### src/hw/rbk_regs.vh
// register offsets, field positions and reset values of the calendar timer
`ifndef RBK_REGS_VH
`define RBK_REGS_VH
`define RBK_OFS_TIME 8'h00
`define RBK_OFS_DATE 8'h04
`define RBK_OFS_CTRL 8'h08
`define RBK_OFS_STAT 8'h0c
`define RBK_OFS_PRESC 8'h10
`define RBK_OFS_SHIFT 8'h14
`define RBK_OFS_CAL 8'h18
`define RBK_OFS_ALARM 8'h1c
`define RBK_OFS_SUBSEC 8'h20
`define RBK_OFS_TSTIME 8'h24
`define RBK_OFS_TSDATE 8'h28
`define RBK_OFS_TSSUB 8'h2c
`define RBK_OFS_BKP0 8'h50
`define RBK_BKP_LAST 8'h60
`define RBK_TIME_RST 32'h00000000
`define RBK_DATE_RST 32'h00002101
`define RBK_CTRL_RST 32'h00000000
`define RBK_PRESC_RST 32'h007f00ff
`define RBK_CAL_RST 32'h00000000
`define RBK_ALARM_RST 32'h80808000
`define RBK_C_FMT12 0
`define RBK_C_ALRM_EN 1
`define RBK_C_ALRM_WK 2
`define RBK_C_TS_EN 3
`define RBK_C_TS_FALL 4
`define RBK_C_TAMP_WK 5
`define RBK_C_TS_WK 6
`define RBK_C_REF_EN 7
`define RBK_C_REF60 8
`define RBK_C_CLKSEL 10:9
`define RBK_C_TAMPTS 11
`define RBK_C_TAMP_EN 13:12
`define RBK_C_TAMP_HI 15:14
`define RBK_C_FILT 17:16
`define RBK_S_ALARM 0
`define RBK_S_TAMP1 1
`define RBK_S_TAMP2 2
`define RBK_S_TS 3
`define RBK_S_TSOV 4
`define RBK_S_SHPEND 5
`define RBK_FAST_DIV_LAST 5'd31
`define RBK_REF50_CNT 6'd50
`define RBK_REF60_CNT 6'd60
`define RBK_CAL_ADD_PHASE 11'h400
`endif

### src/hw/rbk_rtc.v
// calendar timer with alarm, shift, calibration, tamper, timestamp and backup words
//
// Our own choices: the register addresses and the address-and-strobe port.
`include "rbk_regs.vh"
module rbk_rtc (
  input wire mclk_in,
  input wire sys_rst_in,
  input wire [7:0] addr_in,
  input wire [31:0] wr_data_in,
  input wire wr_en_in,
  input wire rd_en_in,
  output reg [31:0] rd_data_out,
  input wire xtal_tick_in,
  input wire resonator_tick_in,
  input wire lprc_tick_in,
  input wire fast_external_oscillator_in,
  input wire ref_clk_in,
  input wire tamper_input_one_in,
  input wire tamper_input_two_in,
  input wire timestamp_input_in,
  output reg alarm_wake_out,
  output reg tamper_wake_out,
  output reg stamp_wake_out
);
  function [7:0] bcd_inc;
    input [7:0] v;
    begin
      if (v[3:0] == 4'h9)
        bcd_inc = {v[7:4] + 4'h1, 4'h0};
      else
        bcd_inc = {v[7:4], v[3:0] + 4'h1};
    end
  endfunction

  function is_leap;
    input [7:0] y;
    begin
      if (y[4] == 1'b0)
        is_leap = (y[3:0] == 4'h0) || (y[3:0] == 4'h4) || (y[3:0] == 4'h8);
      else
        is_leap = (y[3:0] == 4'h2) || (y[3:0] == 4'h6);
    end
  endfunction

  function [5:0] last_day;
    input [4:0] m;
    input [7:0] y;
    begin
      case (m)
        5'h02: last_day = is_leap(y) ? 6'h29 : 6'h28;
        5'h04, 5'h06, 5'h09, 5'h11: last_day = 6'h30;
        default: last_day = 6'h31;
      endcase
    end
  endfunction

  wire wr_time = wr_en_in && (addr_in == `RBK_OFS_TIME);
  wire wr_date = wr_en_in && (addr_in == `RBK_OFS_DATE);
  wire wr_stat = wr_en_in && (addr_in == `RBK_OFS_STAT);
  wire wr_shift = wr_en_in && (addr_in == `RBK_OFS_SHIFT);
  wire bkp_hit = (addr_in >= `RBK_OFS_BKP0) && (addr_in <= `RBK_BKP_LAST) &&
                 (addr_in[1:0] == 2'h0);
  wire [7:0] bkp_ofs = addr_in - `RBK_OFS_BKP0;
  wire [2:0] bkp_idx = bkp_ofs[4:2];

  // full-width copies of the reset words so that fields can be part-selected
  localparam [31:0] TIME_RST = `RBK_TIME_RST, DATE_RST = `RBK_DATE_RST;
  localparam [31:0] PRESC_RST = `RBK_PRESC_RST;
  reg [31:0] ctrl_q;
  reg [31:0] presc_q;
  reg [31:0] cal_q;
  reg [31:0] alarm_q;
  reg [31:0] bkp_mem [0:4];

  always @(posedge mclk_in) begin
    if (sys_rst_in) begin
      ctrl_q <= `RBK_CTRL_RST;
      presc_q <= `RBK_PRESC_RST;
      cal_q <= `RBK_CAL_RST;
      alarm_q <= `RBK_ALARM_RST;
    end else if (wr_en_in) begin
      if (addr_in == `RBK_OFS_CTRL)
        ctrl_q <= wr_data_in;
      if (addr_in == `RBK_OFS_PRESC)
        presc_q <= wr_data_in & 32'h007f7fff;
      if (addr_in == `RBK_OFS_CAL)
        cal_q <= wr_data_in & 32'h000081ff;
      if (addr_in == `RBK_OFS_ALARM)
        alarm_q <= wr_data_in;
    end
  end

  // backup words have no reset branch at all
  always @(posedge mclk_in) begin
    if (wr_en_in && bkp_hit)
      bkp_mem[bkp_idx] <= wr_data_in;
  end

  // clock source selection
  reg [4:0] fdiv_q;
  reg src_tick;
  wire fast_tick = fast_external_oscillator_in && (fdiv_q == `RBK_FAST_DIV_LAST);
  always @(posedge mclk_in) begin
    if (sys_rst_in)
      fdiv_q <= 5'h00;
    else if (fast_external_oscillator_in)
      fdiv_q <= fdiv_q + 5'h01;
  end
  always @* begin
    case (ctrl_q[`RBK_C_CLKSEL])
      2'h0: src_tick = xtal_tick_in;
      2'h1: src_tick = resonator_tick_in;
      2'h2: src_tick = lprc_tick_in;
      default: src_tick = fast_tick;
    endcase
  end

  // calibration window of 2^20 source ticks
  reg [19:0] win_q;
  reg extra_q;
  wire skip = (win_q[10:0] == 11'h000) && (win_q[19:11] < cal_q[8:0]);
  wire add_slot = cal_q[15] && (win_q[10:0] == `RBK_CAL_ADD_PHASE);
  wire cal_tick = (src_tick && !skip) || extra_q;
  always @(posedge mclk_in) begin
    if (sys_rst_in) begin
      win_q <= 20'h00000;
      extra_q <= 1'b0;
    end else begin
      extra_q <= src_tick && add_slot;
      if (src_tick)
        win_q <= win_q + 20'h00001;
    end
  end

  // prescalers, shift and reference clock
  reg [6:0] acnt_q;
  reg [14:0] ss_q;
  reg sh_pend_q;
  reg sh_add1_q;
  reg [14:0] sh_sub_q;
  reg ref_q;
  reg [5:0] rcnt_q;
  reg sec_tick_q;
  wire ref_en = ctrl_q[`RBK_C_REF_EN];
  wire ck_spre = cal_tick && (acnt_q == 7'h00);
  wire ref_rise = ref_clk_in && !ref_q;
  wire [5:0] ref_last = ctrl_q[`RBK_C_REF60] ? `RBK_REF60_CNT : `RBK_REF50_CNT;
  wire ref_sec = ref_en && ref_rise && (rcnt_q + 6'h01 == ref_last);
  wire [15:0] ss_sum = {1'b0, ss_q} + {1'b0, sh_sub_q};
  wire [15:0] ss_wrap = ss_sum - {1'b0, presc_q[14:0]} - 16'h0001;
  wire ss_over = ss_sum > {1'b0, presc_q[14:0]};
  wire sh_apply = sh_pend_q && ck_spre;

  always @(posedge mclk_in) begin
    if (sys_rst_in) begin
      acnt_q <= PRESC_RST[22:16];
      ss_q <= PRESC_RST[14:0];
      sh_pend_q <= 1'b0;
      sh_add1_q <= 1'b0;
      sh_sub_q <= 15'h0000;
      ref_q <= 1'b0;
      rcnt_q <= 6'h00;
      sec_tick_q <= 1'b0;
    end else begin
      ref_q <= ref_clk_in;
      sec_tick_q <= 1'b0;
      if (wr_shift && !sh_pend_q) begin
        sh_pend_q <= 1'b1;
        sh_add1_q <= wr_data_in[31];
        sh_sub_q <= wr_data_in[14:0];
      end
      if (ref_en && ref_rise)
        rcnt_q <= ref_sec ? 6'h00 : rcnt_q + 6'h01;
      if (ref_sec) begin
        acnt_q <= presc_q[22:16];
        ss_q <= presc_q[14:0];
        sec_tick_q <= 1'b1;
      end else if (wr_time) begin
        acnt_q <= presc_q[22:16];
        ss_q <= presc_q[14:0];
      end else if (cal_tick) begin
        acnt_q <= (acnt_q == 7'h00) ? presc_q[22:16] : acnt_q - 7'h01;
        if (sh_apply) begin
          ss_q <= ss_over ? ss_wrap[14:0] : ss_sum[14:0];
          sh_pend_q <= 1'b0;
          sec_tick_q <= sh_add1_q;
        end else if (ck_spre) begin
          ss_q <= (ss_q == 15'h0000) ? presc_q[14:0] : ss_q - 15'h0001;
          if (ss_q == 15'h0000 && !ref_en)
            sec_tick_q <= 1'b1;
        end
      end
    end
  end

  // calendar
  reg [6:0] sec_q;
  reg [6:0] min_q;
  reg [5:0] hour_q;
  reg pm_q;
  reg [2:0] wday_q;
  reg [5:0] date_q;
  reg [4:0] mon_q;
  reg [7:0] year_q;
  reg [5:0] hour_nx;
  reg pm_nx;
  reg hour_day;
  wire fmt12 = ctrl_q[`RBK_C_FMT12];
  wire [7:0] sec_i = bcd_inc({1'b0, sec_q});
  wire [7:0] min_i = bcd_inc({1'b0, min_q});
  wire [7:0] hour_i = bcd_inc({2'b00, hour_q});
  wire [7:0] date_i = bcd_inc({2'b00, date_q});
  wire [7:0] mon_i = bcd_inc({3'b000, mon_q});
  wire sec_wrap = sec_q == 7'h59;
  wire min_wrap = min_q == 7'h59;
  wire day_tick = sec_tick_q && sec_wrap && min_wrap && hour_day;

  always @* begin
    hour_nx = hour_i[5:0];
    pm_nx = pm_q;
    hour_day = 1'b0;
    if (fmt12) begin
      if (hour_q == 6'h12) begin
        hour_nx = 6'h01;
      end else if (hour_q == 6'h11) begin
        pm_nx = ~pm_q;
        hour_day = pm_q;
      end
    end else if (hour_q == 6'h23) begin
      hour_nx = 6'h00;
      hour_day = 1'b1;
    end
  end

  always @(posedge mclk_in) begin
    if (sys_rst_in) begin
      sec_q <= TIME_RST[6:0];
      min_q <= TIME_RST[14:8];
      hour_q <= TIME_RST[21:16];
      pm_q <= 1'b0;
    end else if (wr_time) begin
      sec_q <= wr_data_in[6:0];
      min_q <= wr_data_in[14:8];
      hour_q <= wr_data_in[21:16];
      pm_q <= wr_data_in[22];
    end else if (sec_tick_q) begin
      sec_q <= sec_wrap ? 7'h00 : sec_i[6:0];
      if (sec_wrap) begin
        min_q <= min_wrap ? 7'h00 : min_i[6:0];
        if (min_wrap) begin
          hour_q <= hour_nx;
          pm_q <= pm_nx;
        end
      end
    end
  end

  always @(posedge mclk_in) begin
    if (sys_rst_in) begin
      date_q <= DATE_RST[5:0];
      mon_q <= DATE_RST[12:8];
      wday_q <= DATE_RST[15:13];
      year_q <= DATE_RST[23:16];
    end else if (wr_date) begin
      date_q <= wr_data_in[5:0];
      mon_q <= wr_data_in[12:8];
      wday_q <= wr_data_in[15:13];
      year_q <= wr_data_in[23:16];
    end else if (day_tick) begin
      wday_q <= (wday_q == 3'h7) ? 3'h1 : wday_q + 3'h1;
      if (date_q == last_day(mon_q, year_q)) begin
        date_q <= 6'h01;
        if (mon_q == 5'h12) begin
          mon_q <= 5'h01;
          year_q <= (year_q == 8'h99) ? 8'h00 : bcd_inc(year_q);
        end else begin
          mon_q <= mon_i[4:0];
        end
      end else begin
        date_q <= date_i[5:0];
      end
    end
  end

  wire [31:0] time_w = {9'h000, pm_q, hour_q, 1'b0, min_q, 1'b0, sec_q};
  wire [31:0] date_w = {8'h00, year_q, wday_q, mon_q, 2'b00, date_q};

  // alarm: a set mask bit ignores that field
  reg sec_tick_d;
  wire alm_match = (alarm_q[7] || alarm_q[6:0] == sec_q) &&
                   (alarm_q[15] || alarm_q[14:8] == min_q) &&
                   (alarm_q[23] || (alarm_q[21:16] == hour_q &&
                    (!fmt12 || alarm_q[22] == pm_q))) &&
                   (alarm_q[31] || alarm_q[29:24] == date_q);
  wire alarm_set = sec_tick_d && ctrl_q[`RBK_C_ALRM_EN] && alm_match;

  // tamper filters and timestamp source
  wire [1:0] tamp_pin = {tamper_input_two_in, tamper_input_one_in};
  wire [1:0] tamp_evt;
  genvar gi;
  generate
    for (gi = 0; gi < 2; gi = gi + 1) begin : g_tamp
      rbk_tamp_filt u_filt (
        .mclk_in(mclk_in),
        .sys_rst_in(sys_rst_in),
        .sample_en_in(cal_tick),
        .enable_in(ctrl_q[12 + gi]),
        .pin_in(tamp_pin[gi]),
        .active_high_in(ctrl_q[14 + gi]),
        .filt_in(ctrl_q[`RBK_C_FILT]),
        .event_out(tamp_evt[gi])
      );
    end
  endgenerate

  reg ts_pin_q;
  wire ts_edge = ctrl_q[`RBK_C_TS_FALL] ? (ts_pin_q && !timestamp_input_in) :
                 (!ts_pin_q && timestamp_input_in);
  wire ts_set = (ctrl_q[`RBK_C_TS_EN] && ts_edge) ||
                (ctrl_q[`RBK_C_TAMPTS] && (tamp_evt != 2'b00));

  reg [31:0] ts_time_q;
  reg [31:0] ts_date_q;
  reg [14:0] ts_sub_q;
  reg [4:0] flag_q;
  wire [4:0] flag_set = {ts_set && flag_q[`RBK_S_TS], ts_set, tamp_evt, alarm_set};
  wire [4:0] flag_clr = wr_stat ? wr_data_in[4:0] : 5'h00;

  always @(posedge mclk_in) begin
    if (sys_rst_in) begin
      sec_tick_d <= 1'b0;
      ts_pin_q <= 1'b0;
      ts_time_q <= 32'h00000000;
      ts_date_q <= 32'h00000000;
      ts_sub_q <= 15'h0000;
      flag_q <= 5'h00;
      alarm_wake_out <= 1'b0;
      tamper_wake_out <= 1'b0;
      stamp_wake_out <= 1'b0;
    end else begin
      sec_tick_d <= sec_tick_q;
      ts_pin_q <= timestamp_input_in;
      if (ts_set) begin
        ts_time_q <= time_w;
        ts_date_q <= date_w;
        ts_sub_q <= ss_q;
      end
      flag_q <= (flag_q & ~flag_clr) | flag_set;
      alarm_wake_out <= flag_q[`RBK_S_ALARM] && ctrl_q[`RBK_C_ALRM_WK];
      tamper_wake_out <= (flag_q[`RBK_S_TAMP1] || flag_q[`RBK_S_TAMP2]) &&
                         ctrl_q[`RBK_C_TAMP_WK];
      stamp_wake_out <= flag_q[`RBK_S_TS] && ctrl_q[`RBK_C_TS_WK];
    end
  end

  // read port: data stand only in the cycle after the strobe
  reg [31:0] rd_mux;
  always @* begin
    rd_mux = 32'h00000000;
    case (addr_in)
      `RBK_OFS_TIME: rd_mux = time_w;
      `RBK_OFS_DATE: rd_mux = date_w;
      `RBK_OFS_CTRL: rd_mux = ctrl_q;
      `RBK_OFS_STAT: rd_mux = {26'h0000000, sh_pend_q, flag_q};
      `RBK_OFS_PRESC: rd_mux = presc_q;
      `RBK_OFS_SHIFT: rd_mux = {sh_add1_q, 16'h0000, sh_sub_q};
      `RBK_OFS_CAL: rd_mux = cal_q;
      `RBK_OFS_ALARM: rd_mux = alarm_q;
      `RBK_OFS_SUBSEC: rd_mux = {17'h00000, ss_q};
      `RBK_OFS_TSTIME: rd_mux = ts_time_q;
      `RBK_OFS_TSDATE: rd_mux = ts_date_q;
      `RBK_OFS_TSSUB: rd_mux = {17'h00000, ts_sub_q};
      default: rd_mux = bkp_hit ? bkp_mem[bkp_idx] : 32'h00000000;
    endcase
  end

  always @(posedge mclk_in) begin
    if (sys_rst_in)
      rd_data_out <= 32'h00000000;
    else
      rd_data_out <= rd_en_in ? rd_mux : 32'h00000000;
  end
endmodule

### src/hw/rbk_tamp_filt.v
// one tamper input: edge detect or sampled level filter
module rbk_tamp_filt (
  input wire mclk_in,
  input wire sys_rst_in,
  input wire sample_en_in,
  input wire enable_in,
  input wire pin_in,
  input wire active_high_in,
  input wire [1:0] filt_in,
  output reg event_out
);
  reg act_q;
  reg [3:0] cnt_q;
  reg fired_q;
  wire act = active_high_in ? pin_in : ~pin_in;
  wire [3:0] need = 4'h1 << filt_in;

  always @(posedge mclk_in) begin
    if (sys_rst_in) begin
      act_q <= 1'b0;
      cnt_q <= 4'h0;
      fired_q <= 1'b0;
      event_out <= 1'b0;
    end else begin
      act_q <= act;
      event_out <= 1'b0;
      if (!enable_in) begin
        cnt_q <= 4'h0;
        fired_q <= 1'b0;
      end else if (filt_in == 2'h0) begin
        event_out <= act & ~act_q;
      end else if (sample_en_in) begin
        if (act) begin
          if (cnt_q != need)
            cnt_q <= cnt_q + 4'h1;
          if ((cnt_q + 4'h1 == need) && !fired_q) begin
            event_out <= 1'b1;
            fired_q <= 1'b1;
          end
        end else begin
          cnt_q <= 4'h0;
          fired_q <= 1'b0;
        end
      end
    end
  end
endmodule

### config.mk
export PLATFORM = sky130hd
export DESIGN_NAME = rbk_rtc
export DESIGN_NICKNAME = d
export VERILOG_FILES = /design/src/hw/rbk_rtc.v /design/src/hw/rbk_tamp_filt.v
export VERILOG_INCLUDE_DIRS = /design/src /design/src/hw
export SDC_FILE = /design/constraint.sdc
export NUM_CORES = 1
export LEC_CHECK = 0
export BUFFER_PORTS_ARGS = -buffer_cell sky130_fd_sc_hd__buf_2
export CORE_ASPECT_RATIO = 1.5
export CORE_MARGIN = 8
export CORE_UTILIZATION = 50
export DETAILED_ROUTE_END_ITERATION = 8
export GPL_TIMING_DRIVEN = 0
export PLACE_DENSITY_LB_ADDON = 0.08
export SLEW_MARGIN = 20
export SYNTH_ARGS = -nofsm -noshare
export SYNTH_HDL_FRONTEND = slang
export SYNTH_SLANG_ARGS = --single-unit
### constraint.sdc
create_clock -name mclk_in -period 4.4 [get_ports mclk_in]
set_input_delay 0.22 -clock mclk_in [delete_from_list [all_inputs] [get_ports mclk_in]]
set_output_delay 0.22 -clock mclk_in [all_outputs]
set_load 0.02 [all_outputs]
# Yosys cells after proc, flatten, opt, wreduce, memory -nomap -nowiden
# Memories as Yosys holds them, arrays and structs flattened.
# Cells that the tools add are included.
# classes
n_reduce_logical	105
mux	105
addsub	24
n_shift	1
n_bitwise	14
magnitude_cmp	4
n_eq_ne	54
# op_table
op	count
case mux 32 bit (12 select lines)	1
two-way mux 15 bit	7
two-way mux 6 bit	16
two-way mux 7 bit	13
two-way mux 8 bit	6
two-way mux 1 bit	45
logical AND 1 bit	38
adder 4 x 1 -> 4 bit, second input constant	9
== test 8 x 5 -> 1 bit, second input constant	4
== test 8 x 6 -> 1 bit, second input constant	4
two-way mux 32 bit	1
two-way mux 5 bit	6
subtractor 15 x 1 -> 15 bit, second input constant	2
== test 4 bit, second input constant	7
== test 6 bit	4
AND reduction 3 bit	8
adder 20 x 1 -> 20 bit, second input constant	1
two-way mux 4 bit	5
AND reduction 2 bit	9
nonzero test 2 bit	9
nonzero test 3 bit	6
adder 15 x 15 -> 16 bit	1
== test 8 x 4 -> 1 bit, second input constant	2
greater-than comparator 16 x 15 -> 1 bit	1
other kinds (53)	102
# totals
word_cells	354
out_inout_bits	35
mem_count	1
input_bits	52
mem_bits_rw	160
regBits	326
# mem_list
name	words	width	rd	rd_clocked_by_memory_dff	wr	line	rtl
bkp_mem	5	32	1	0	1	rbk_rtc.v:73	reg [31:0] bkp_mem [0:4];

# Depth between registers and ports, before layout
# Gate-level depths: netlist (run 1).
# depth
word_depth	17
mapped_depth	18

# Hierarchy
# A second synthesis (run 1) with hierarchy kept.
# unflattened
cells_unflattened	2491
hier_area_um2	23515.1
# by_module_without_submodules
mod	instances	seq_area_each_um2	area_each_um2	cells_each
rbk_rtc	1	11050.6	22556.6	2381
rbk_tamp_filt	2	140.1	479.2	55

# Worst setup path after synthesis (run 1)
# OpenSTA, ideal clock, no wires.
# synth_path
path_kind	in2reg
startpoint	in addr_in[2]
endpoint	mem bkp_mem[1][0] (enable)
n_path_buf	2
cell_stages	7
setup_ps	468
required_time_ps	3932
setup_slack_ps	-16
t_arrival_ps	3948
cell_sequence	buf_2 buf_2 nor3_1 a21oi_1 nor4b_2 nand3_1 nor3b_1
# synth_between
elab_chain_len	6
# synth_lines
element	line	rtl
start, declared	rbk_rtc.v:8	input wire [7:0] addr_in,
greater-or-equal comparator 8 x 7 -> 1 bit (no source line) or less-or-equal comparator 8 x 7 -> 1 bit (tied branches)	--	
logical AND 1 bit (2 in a row)	rbk_rtc.v:61	wire bkp_hit = (addr_in >= `RBK_OFS_BKP0) && (addr_in <= `RBK_BKP_LAST) &&
logical AND 1 bit	rbk_rtc.v:95	if (wr_en_in && bkp_hit)
two-way mux 1 bit	rbk_rtc.v:95	
two-way mux 1 bit (not written as such)	rbk_rtc.v:96	bkp_mem[bkp_idx] <= wr_data_in;
end, declared	rbk_rtc.v:73	
# Several ways; a longest one is shown, not always the timed one.

# Worst setup path in the final report (run 1)
# layout_path
startpoint	reg ss_q[0]
endpoint	reg ss_q[4]
# layout_between
elab_chain_len	8
# layout_lines
element	line	rtl
start, declared	rbk_rtc.v:137	reg [14:0] ss_q;
start signal, assigned	rbk_rtc.v:157	ss_q <= PRESC_RST[14:0];
start signal, assigned	rbk_rtc.v:176	ss_q <= presc_q[14:0];
start signal, assigned	rbk_rtc.v:180	ss_q <= presc_q[14:0];
adder 15 x 15 -> 16 bit	rbk_rtc.v:149	wire [15:0] ss_sum = {1'b0, ss_q} + {1'b0, sh_sub_q};
subtractor 15 bit	rbk_rtc.v:150	wire [15:0] ss_wrap = ss_sum - {1'b0, presc_q[14:0]} - 16'h0001;
subtractor 15 x 1 -> 15 bit	rbk_rtc.v:150	
two-way mux 15 bit	rbk_rtc.v:184	ss_q <= ss_over ? ss_wrap[14:0] : ss_sum[14:0];
two-way mux 15 bit *	rbk_rtc.v:183	if (sh_apply) begin
two-way mux 15 bit *	rbk_rtc.v:181	end else if (cal_tick) begin
two-way mux 15 bit *	rbk_rtc.v:178	end else if (wr_time) begin
two-way mux 15 bit *	rbk_rtc.v:174	if (ref_sec) begin
# Mark *: on every way between the ends. The rest lies on a longest branch, timed or not. The select of a mux whose other input is x is not followed.
# A chain may end at the register's enable or synchronous reset.

==> results of run 1 <==
[cell families (layout without fill, tap and decap cells)]
group / Yosys count / after routing / share of synthesized area, %
AOI/OAI and AO/OA: 633 / 633 / 17.6
muxes: 82 / 82 / 5.46
DFF: 486 / 486 / 48.3
adders and majority gates: 64 / 64 / 3.48
and+or+nand+nor: 899 / 899 / 17.5
xor gates and xnor gates: 99 / 99 / 3.70
buffers and inverters: 238 / 453 / 4.01
[worst min-delay path, stage by stage]
cell and delay (ps):
buf_2 190, nand2_1 90, a21oi_1 50
[power groups by stage]
stage | combinational (mW) | clock (mW) | sequential (mW)
final | 0.448 | 4.29 | 4.65
after global routing | 0.465 | 4.51 | 4.65
after CTS | 0.433 | 4.32 | 4.65
after detailed placement | 0.403 | 0 | 4.75
after global placement | 0.394 | 0 | 4.75
after floorplan | 0.193 | 0 | 4.75
[cell usage in the layout, fill, tap and decap left out, types with 58 or more instances in the layout]
master / Yosys / routed
nand2_1: 446 / 444
clkbuf_1: 135 / 137
edfxtp_1: 160 / 160
buf_2: 25 / 108
inv_1: 61 / 61
a21oi_1: 241 / 240
dfxtp_1: 326 / 321
xor2_1: 58 / 58
ha_1: 62 / 61
nor2_1: 188 / 186
o21ai_0: 87 / 80
[registers in the layout, summed over array words and instances, names as in the netlist, 20 cells and up]
signal / count
bkp_mem: 160
presc_q: 22
rd_data_out: 32
win_q: 20
ctrl_q: 32
alarm_q: 32
ts_date_q: 22
ts_time_q: 21
[layer usage]
metal | wire [µm] | up-vias | track usage, % | part of all wire [%]
met5 | 0 | - | 0 | 0
met4 | 7320 | 0 | 22.7 | 8.1
met3 | 6730 | 311 | 4.67 | 7.4
met2 | 44000 | 1041 | 56.1 | 48
met1 | 32800 | 10086 | 37.6 | 36
li1 | - | 9450 | - | -
[repair_timing]
item	in CTS	in global routing
resized for setup	39	12
endpoints found under the hold margin	80	0
buffers inserted	11	6
cloned	1	0
setup endpoints to repair	15	15
pin swaps	18	8
hold buffers	17	0
[worst paths after layout]
path                                startpoint           to  slack (ps)  cells after the start
worst max-delay path                   ss_q[0]      ss_q[4]        -110                     18
worst min-delay path            wr_data_in[18]   ctrl_q[18]          20                      3
worst max register to register         ss_q[0]      ss_q[4]        -110                     18
worst min register to register     ts_sub_q[4]  ts_sub_q[4]         450                      2
[final cells by class]
type	instances	area share, %
inverters	62	0.864
clock buffers	57	4.85
flip-flops and latches	486	42.1
well taps	594	2.76
multi-input cells	1777	42.2
plain buffers	176	2.67
repair buffers	129	3.34
clock inverters	29	1.18
[through the flow]
step / setup WS (ps) / power [mW] / cells / utilization [%] / area, µm²
2_1_floorplan: 38.9 / 4.94 / 2501 / - / 23500
3_3_place_gp: -2890 / 5.14 / 3178 / 53.0 / 24600
3_5_place_dp: -1440 / 5.15 / 3189 / 53.4 / 24800
4_1_cts: -91.8 / 9.40 / 3304 / 57.7 / 26800
5_1_grt: -189 / 9.63 / 3310 / 57.9 / 26900
6_report: -113 / 9.39 / 3310 / 57.9 / 26900
==> impl.org, run 1 <==
** Final layout
- Number of fillers in the final layout :: just over 4000
- Total area of multi-input combinational cells :: between 10000 and 15000 µm²
- Sequential Area :: roughly 11000 µm²
- Relative to the synthesized area, the layout overhead comes to 14.8%.
- Of the cells placed in the final design, the portion with a size suffix greater than 1 is around an eighth.
- The repair_antennas step left the layout with diodes totalling 0.
- The net count of the finished layout is 2795.

** Timing
- Crit path time final :: 4510 ps
- Final total negative setup slack :: -664 ps
- Unrepaired setup endpoints after global routing :: yes
- Number of endpoints failing setup at the final stage :: 10
- Across all setup checks in the final design, the least slack found is -113 ps.
- Final slew viol count :: 0
- Fmax :: ~0.22 GHz
- On the final layout, the worst hold slack is 23.2 ps.
- Slew headroom :: approximately 15%
- Number of hold violations in the final report :: 0
- For the pin with the worst max-slew slack, the measured transition is between 1000 and 1500 ps.
- Across the routed clock network, the largest skew measured is between 20 and 30 ps.
- After layout, the worst path uses 103% of the clock period.

** Clock network
- Clock tree sinks :: 486
- Buffer cell driving the clock tree root :: clkbuf_16
- Maximum level of the CTS H-tree :: 2
- Clock-pin slew was measured on the worst setup and hold paths at 70 ps.
- CTS tree :: yes
- The clock passes through at most 3 buffers.
- Counting the buffers created by CTS gives 47.
- Insertion delay to the later sink of the worst-skew pair :: a little under 600 ps

** Setup path
- STA classifies the critical path startpoint as a register.
- The slowest stage of the critical path is the a211oi_4 cell.
- At the worst endpoint, the required time is approximately 4900 ps.
- The signal on the critical path passes through ha_4, fa_2, a211oi_4, o21ai_2, a211o_1, a31o_2, o22a_1, xor2_1, ha_1, nand3_2, nor4_4, nand4_1, a211oi_4, buf_6, buf_6, mux2_4, o21ai_1, o21ai_1.
- The number of buffers and inverters on the critical path is 2.
- Broken down by cell family, the worst path's largest delay share belongs to compound AO/OA/AOI/OAI gates.
- Endpoint arrival time on the critical path :: around 5000 ps
- Critical path peak fanout :: 5
- Type of the setup path with the least slack :: reg2reg
- Critical path capture point type :: register
- On the worst path, the slowest cell contributes a delay of 420 ps.

** Logic synthesis
- The mapped netlist covers between 20000 and 25000 µm².
- Leading register cell type out of synthesis :: dfxtp_1
- Each instance of the synthesized netlist takes up on average between 9 and 10 µm².
- Sequential cells were found to cover 48.3% of the synthesized design area.
- Most frequently used cell type in the post-synthesis netlist :: nand2_1
- After synthesis, the share of flip-flops with an asynchronous set or reset is 0%.
- Nets in the synthesized netlist :: ~2600
- Cell types with the highest counts after synthesis :: nand2_1, dfxtp_1, a21oi_1
- The synthesized design contains 160 enable-type register cells.
- Area share of the leading cell type in the synthesized netlist :: between 20 and 30%
- Synthesis produced between 2000 and 3000 cells.
- Synthesis inferred slightly below 500 register bits.
- Synth area leader :: dfxtp_1
- For this run, the number of Yosys warnings is 0.
- Yosys attributes the largest share of cell area to dfxtp_1, edfxtp_1, nand2_1, a21oi_1, ha_1.
- The netlist uses 94 different library cells.

** Detailed routing
- Wire length per cell :: approximately 27 µm
- Ratio of routed vias to standard cells :: ~6.3
- Remaining DRCs :: 0
- Via count :: between 20000 and 25000
- Violation count after the first detailed-routing iteration :: about 2400
- The final layout contains routed wiring with a total length of 90.9 mm.
- Residual antenna-violating net count after detailed routing :: 0
- Detailed-router iteration count before antenna repair :: 6

** Power
- Internal power consumption :: 7.21 mW
- VDD sags by at most about 0.28 mV.
- Power per unit of standard cell area :: 349 nW/µm²
- Of the total power, registers draw between 40% and 50%.
- Part of the total power dissipated in the clock network :: roughly 46%
- Switching power as a share of total power :: a little under a quarter
- Switching pwr :: between 2 and 2.5 mW
- Leakage power summed over all cells :: 9.44 nW
- Gate power share :: 4.8%

** Placement
- Half-perimeter wire length after detailed placement :: around 68 mm
- Gpl congestion :: ~1.1
- Input and output buffers added on the ports amount to between 80 and 90.

** GRT
- Antenna violations before repair :: 0
- Vias in the first global route :: 20241
- Leftover overflow at the end of global routing :: 0
- Global routing consumed, over all layers together, about a third of the routing resources.
- First-pass GRT wire length :: ~130 mm
- Entering global routing, the biggest net connects 18 pins.

** Job
- Max-capacitance violation count :: 0

** Die
- Measured along the y axis, the die boundary spans between 200 and 300 µm.
- Die Outline Area :: 54300 µm²
- Die X-Extent :: approximately 190 µm
- Placeable core area :: approximately 46000 µm²
- 87 I/O pins were placed.
- Once the floorplan was initialized, standard cells occupied 50.5% of the core.
- After floorplanning, the core was divided into a little under 100 placement rows.

** Status
- The final reports fail on negative setup slack.
- Outcome :: finished, violations left

** Min path
- Worst Hold Class :: in2reg
No activity file was read; power rests on OpenSTA's default activity.
==> inputs of run 2 (changes only) <==
- CORE_UTILIZATION: 50 -> 25
==> run 2 against run 1 <==
The flow still finishes with violations (negative setup slack). Non-clock buffer count up 8. Clock power up 9.6%. Power up 4.8%. Final cell count up 21%. Design area up 4.3%. Sequential power about the same. Worst setup slack better by 27 ps. Core utilization down 28 points. Sequential share of layout area down 1.7 points. Via count down 2.3%. Maximum frequency up 0.60%. Global-route usage down 13 points. Critical path type unchanged. Critical endpoint is now ss_q[9]. Highest routed layer is now met5.
==> impl.org, run 2 (synthesized netlist as in run 1, its figures left out) <==
** Detailed routing
- After detailed routing, the number of remaining DRC violations is 0.
- Dividing the detail-routed via count by the number of cells gives roughly 5.
- The first routing iteration left about 1600 violations.
- The first TritonRoute pass finished after 9 iterations.
- Across all layers, the routed design uses around 20000 vias.
- Wire length per cell :: 26.8 µm
- For this block, the routed nets add up to 107 mm of wire.
- The detail route stage leaves a number of antenna-violating nets equal to 0.

** Die
- Row generation in the floorplan step produced about 140 rows.
- The die is approximately 270 µm wide.
- Top Ports :: just under 90
- In this run the standard cell core region covers roughly 93000 µm².
- Measured along the y axis, the die boundary spans around 400 µm.
- The die covers approximately 100000 µm².
- Initial Util :: between 20% and 30%

** Timing
- In the finished design, the share of the clock period the worst path needs comes to 102%.
- Min setup slack post-route :: -85.8 ps
- Number of hold violations in the final report :: 0
- Setup repair after global routing could not meet its margin everywhere.
- The number of max-slew violations in the final report is 0.
- Static timing analysis puts the maximum clock frequency at approximately 0.22 GHz.
- Setup violations remaining at the end of the flow were counted as 13.
- Summed over all failing endpoints, the final setup total negative slack is -543 ps.
- Clock skew on the completed layout was measured at 47.5 ps.
- Measured against its own limit, the worst slew margin works out to 20.8%.
- Worst-margin pin slew :: approximately 1200 ps
- Crit path time final :: between 4000 and 5000 ps

** Setup path
- The critical path contains buffers and inverters numbering 3 combined.
- Critical R2R Launch :: sh_sub_q[0]
- Kind of launch point of the worst setup path :: register
- Grouping stages by cell kind, the critical path spends the most delay in compound AO/OA/AOI/OAI gates.
- Delay of the slowest cell on the worst path :: about 390 ps
- Critical path capture point type :: register
- Type of the setup path with the least slack :: reg2reg
- The worst register-to-register path has a depth of 20.
- For the worst setup path, the data required time is about 4900 ps.
- Register-to-Register Setup Slack :: -90 ps
- Cell with the largest stage delay on the worst path :: fa_2
- Walking the worst path, the cells encountered are ha_4, fa_2, a211oi_4, o21ai_2, a211o_1, a31o_4, a21oi_2, xnor2_2, ha_1, buf_4, nand2_1, o21ai_0, a21oi_1, nand3_2, a211oi_2, buf_6, buf_6, mux2_4, nand2_1, a21oi_1.
- At the worst endpoint, the arrival time is between 4000 and 5000 ps.
- Critical path peak fanout :: 7
- The worst register-to-register path ends at ss_q[9].

** Placement
- Number of placed instances with taps included :: ~3800
- After legalization and detailed placement, the total HPWL measured 81.9 mm.
- Buffers placed on the I/O ports in this run total 83.
- Gpl congestion :: 0.908

** Power
- For this design the total switching power over the nets is ~2.4 mW.
- Gate power share :: 4.9%
- The worst-case IR drop observed on VDD is 0.227 mV.
- Net switching is between 20% and 30% of the power.
- Internal power consumption :: 7.47 mW
- Per report_power, the sequential group accounts for roughly 47% of the total.
- In this run the static leakage power is 9.63 nW.
- The clock network is responsible for between 40% and 50% of the overall power.
- Power spread over the standard cell area amounts to between 300 and 400 nW/µm².

** Clock network
- Clock transition at path regs :: around 70 ps
- TritonCTS built the clock tree.
- The later pin in the worst-skew pair is clocked with a latency of between 600 and 700 ps.
- Bufs on Longest Clock Path :: 3
- The H-tree was split into 2 levels.
- CTS saw about 490 sinks.
- Clock tree synthesis inserted a total of 53 buffers.
- The cell sitting at the root of the clock tree is a clkbuf_16.

** GRT
- The number of antenna violations at the first check in global routing was 4.
- Total track usage :: about a fifth
- Vias in the first global route :: roughly 21000
- Leftover overflow at the end of global routing :: 0
- Entering global routing, the biggest net connects 18 pins.
- The first global-routing pass estimated about 150 mm of wire.

** Final layout
- Commonest cells after routing, fill and taps aside :: nand2_1, dfxtp_1, a21oi_1
- Number of flip-flops under the largest register name :: 160
- In the final layout, the share of cells above drive strength 1 is 13.6%.
- Counting the fill cells in the layout gives about 9700.
- Most flop-heavy register :: bkp_mem
- Layout overhead on the synthesized area :: 19.8%
- NumNets Final :: ~2800
- Leading cell type in the layout, fill and taps excluded :: nand2_1
- Once layout is complete, the cells apart from fillers number between 3000 and 4000.

** Status
- Violated checks :: negative setup slack
- Outcome :: finished, violations left

** Min path
- Launch point of the worst hold path :: wr_data_in[13]
- The path class of the tightest hold or removal check is in2reg.
- The path with the worst hold slack has its endpoint at bkp_mem[0][13].
- Worst hold path cell count :: 1

** Job
- Max-capacitance violation count :: 0
## run 2: power by group through the flow
stage,clock (mW),combinational (mW),sequential (mW)
floorplan,0,0.193,4.75
global placement,0,0.441,4.75
detailed placement,0,0.449,4.75
CTS,4.83,0.492,4.65
global route,4.98,0.513,4.65
finish,4.70,0.487,4.65
## run 2: layout make-up
| type | instances | area [µm²] | share of cell area, % |
|---|---|---|---|
| clock inverters | 22 | 283 | 1.01 |
| diodes | 1 | 2.50 | 0.00891 |
| inverters | 62 | 233 | 0.828 |
| well taps | 1251 | 1570 | 5.57 |
| plain buffers | 176 | 743 | 2.65 |
| multi-input cells | 1777 | 11400 | 40.7 |
| repair buffers | 137 | 987 | 3.51 |
| flip-flops and latches | 486 | 11300 | 40.4 |
| clock buffers | 77 | 1510 | 5.36 |
## run 2: repair_timing
action / 4_1_cts / 5_1_grt
setup buffers: 15 / 1
endpoints found under the hold margin: 150 / 0
gates resized for setup: 50 / 10
pin swaps: 24 / 5
hold buffers: 26 / 0
endpoints found under the setup margin: 15 / 15
gates cloned: 1 / 0
## run 2: how the worst max path moves through the flow
stage,cells past startpoint,endpoint,startpoint,slack (ps)
4_1_cts,18,ss_q[9],sh_sub_q[0],-100
2_1_floorplan,17,ss_q[7],ss_q[0],40
6_report,20,ss_q[9],sh_sub_q[0],-90
3_3_place_gp,7,bkp_mem[0][17],addr_in[4],-3710
5_1_grt,20,ss_q[8],sh_sub_q[0],-250
3_5_place_dp,17,ss_q[2],ss_q[0],-1740
## run 2: worst reg2reg max path: stages (launching register included)
cell      delay (ps)
dfxtp_4          360
ha_4             170
fa_2             390
a211oi_4         280
o21ai_2          100
a211o_1          300
a31o_4           270
a21oi_2          220
xnor2_2          190
ha_1             330
buf_4            170
nand2_1           70
o21ai_0           90
a21oi_1          210
nand3_2          120
a211oi_2         300
buf_6            200
buf_6            140
mux2_4           300
nand2_1           70
a21oi_1           70
## run 2: metrics by stage
step	area [µm²]	total power, mW	setup WS (ps)	utilization (%)	hold WS (ps)
floorplan	23500	4.94	38.9	-	319
global placement	25400	5.19	-3710	27.3	438
detailed placement	25700	5.20	-1740	27.6	443
CTS	28000	9.97	-103	30.1	4.50
global route	28100	10.1	-247	30.2	15.3
finish	28100	9.84	-85.8	30.2	46.6
## run 2: metal layers
layer	wire (µm)	global-route usage, %	up-vias
li1	-	-	9483
met3	4260	2.35	196
met2	55400	37.1	597
met1	40800	21.9	10127
met4	6580	11.2	4
met5	22	0	-
==> inputs of run 3 (changes only) <==
- CORE_MARGIN: 8 -> not set
- SLEW_MARGIN: 20 -> 10
==> run 3 against run 2 <==
The run still ends with negative setup slack left. Clock-buffer cell count fell by 7. Register-to-register slack got worse by 150 ps. Flip-flop and latch count did not move. Clock skew fell by 16 ps. Largest cell class unchanged. Maximum frequency fell by 3.2%. Largest power group is now registers. First-iteration DRC count fell by 2.9%. Wire length fell by 1.6%. Clock power fell by 6.2%. Design area fell by 0.94%. Worst setup slack got worse by 150 ps. Non-clock buffer count fell by 7. Global-route usage rose by 2.0 points.
==> impl.org, run 3 (synthesized netlist as in run 1, its figures left out) <==
** Status
- The flow ran to the end, but the final reports show violations.
- Violated checks :: negative setup slack

** Final layout
- Number of flip-flops under the largest register name :: 160
- Relative to the synthesized area, the layout overhead comes to 18.6%.
- After the last flow step, the layout net total stands at 2800.
- More flip-flops sit in one register than any other, and that register is bkp_mem.
- Core Util, Final :: 30.0%
- The count of cells in the finished layout, fillers not included, comes to about 4000.
- The filler cells instantiated in the layout total between 9000 and 10000.
- Leaving out fill and tap cells, the most frequent cell in the layout is nand2_1.
- The top cell types in the final layout, fill and taps aside, are nand2_1, dfxtp_1, a21oi_1.
- Proportion of layout cells with a drive suffix above 1 :: a little over an eighth

** Power
- Power per unit of standard cell area :: 343 nW/µm²
- Worst VDD drop :: 0.252 mV
- For this design the static power due to leakage is 9.51 nW.

** Timing
- For the final routed database, the setup TNS stands at -2290 ps.
- Setup violations remaining at the end of the flow were counted as 15.
- Unrepaired setup endpoints after global routing :: yes
- Clock Skews :: between 30 and 40 ps
- Slew headroom :: a little over a tenth
- Worst hold margin :: between 30 and 40 ps
- Worst-margin pin slew :: approximately 1300 ps
- For this run, the top clock speed supported by timing is between 0.2 and 0.25 GHz.
- Min setup slack post-route :: -234 ps
- Period Utilization, post-route :: 105%
- Final slew viol count :: 0
- The count of final hold-check violations came to 0.
- The routed design could run at a clock period as short as ~4600 ps.

** Placement
- The HPWL after detailed placement is 81.0 mm.
- Setup Slack @ Placement :: -1850 ps
- The number of placed instances, taps included, is around 3800.
- Buffers on Ports :: 83
- The congestion estimate from routability-driven global placement came to 0.932.

** Detailed routing
- Ratio of routed vias to standard cells :: 5.10
- The routed design uses between 50 and 60 mm of met2 wire.
- The routed layout has approximately 20000 vias.
- The highest layer touched by signal routing is met4.
- The routed design uses 3.90 mm of met3 wire.
- Detailed-router iteration count before antenna repair :: 7
- Wire length per cell :: approximately 26 µm
- Violation count after the first detailed-routing iteration :: between 1500 and 2000
- After detailed routing, the wire length on met1 is around 40 mm.
- For this run, design rule violations remaining after detail routing come to 0.
- The detail route stage leaves a number of antenna-violating nets equal to 0.
- DRT Wirelength :: roughly 110 mm

** Setup path
- Of all nets on the critical path, the largest fanout is 5.
- Data required time of the critical path :: just under 5000 ps
- The worst setup path is of the reg2reg kind.
- The worst register-to-register path has a setup slack of -230 ps.
- Critical path capture point type :: register
- Endpoint arrival time on the critical path :: approximately 5100 ps
- The worst setup path is launched from a register.

** Die
- After floorplanning, the core was sized to cover between 90000 and 100000 µm².
- Top Ports :: 87
- Die Outline Area :: between 90000 and 100000 µm²
- In this run the core area contains ~140 standard-cell rows.
- Initial Util :: 25.3%
- The die is about 380 µm tall.
- Measured along the x axis, the die boundary spans approximately 250 µm.

** Clock network
- CTS tree :: yes
- The tree built by TritonCTS fans out to around 490 sinks.
- Number of buffers inserted during clock tree synthesis :: just over 50
- The root buffer cell chosen for the clock tree is clkbuf_16.
- The clock tree synthesis step divided the H-tree into 2 levels.
- Bufs on Longest Clock Path :: 3
- Clock transition at path regs :: 70 ps
- The clock reaches the later pin of the worst-skew pair after between 600 and 700 ps.

** GRT
- Antenna violations before repair :: 2
- First-pass GRT wire length :: roughly 150 mm
- Largest net degree at the start of global routing :: 19
- Summed over all layers, the global routing overflow is 0.
- Total track usage :: between 20 and 25%
- The number of global-route vias before repair is ~20000.

** Min path
- Worst Hold Class :: in2reg

** Job
- Max-capacitance violation count :: 0
==> run 3: cell types whose count changed in the layout (fill, tap and decap cells not counted), sizes merged <==
cell,previous run,this run
inv,63,62
clkbuf,214,204
dlygate4sd3,26,22
clkinvlp,1,2
clkinv,15,18
bufinv,5,4
==> run 3: cell type report <==
type                       instances  area, µm²  area share, %
timing repair buffer             131        926           3.33
clock inverter                    24        230          0.827
inverter                          62        233          0.836
multi-input combinational       1777      11400           41.0
clock buffer                      70       1400           5.01
antenna                            1       2.50        0.00899
buffer                           175        718           2.58
sequential                       486      11300           40.8
tap                             1251       1570           5.62
==> run 3: worst paths after layout <==
kind | start | to | cells after the start
max | sh_sub_q[0] | ss_q[0] | 17
max reg2reg | sh_sub_q[0] | ss_q[0] | 17
min | tamper_input_two_in | g_tamp[1].u_filt.act_q | 3
min reg2reg | ts_date_q[14] | ts_date_q[14] | 2
==> run 3: timing repair <==
action,in CTS,in global routing
hold endpoints to repair,105,0
pin swaps,13,7
cloned,1,0
endpoints found under the setup margin,15,15
hold buffers,22,0
buffers inserted,13,3
resized for setup,43,22
==> run 3: critical path, cell delays in order (launching register included) <==
cell and delay [ps]:
dfxtp_4 360, ha_4 170, fa_2 420, a211oi_4 250
o21ai_2 100, a211o_1 290, a31o_4 270, o22a_1 170
xor2_1 160, ha_1 330, nand3_2 120, nor4_4 410
nand4_1 320, a211oi_4 350, buf_4 240, mux2_4 320
o21ai_2 110, a32oi_1 60
==> run 3: routing by layer <==
| layer | GRT usage, % | up-vias |
|---|---|---|
| li1 | - | 9448 |
| met4 | 11.9 | 0 |
| met2 | 41.3 | 571 |
| met5 | 0 | - |
| met1 | 23.8 | 10063 |
| met3 | 2.32 | 188 |
==> run 3: metrics by stage <==
step	total power, mW	area, µm²
final	9.53	27800
after floorplan	4.94	23500
after CTS	9.67	27700
after detailed placement	5.20	25600
after global placement	5.19	25400
after global routing	9.83	27800
==> run 3: power by group <==
| part | leakage [nW] | switching (mW) | total [mW] | internal, mW |
|---|---|---|---|---|
| combinational | 4.64 | 0.336 | 0.479 | 0.143 |
| clock | 0.807 | 1.95 | 4.41 | 2.46 |
| sequential | 4.07 | 0.0106 | 4.65 | 4.64 |
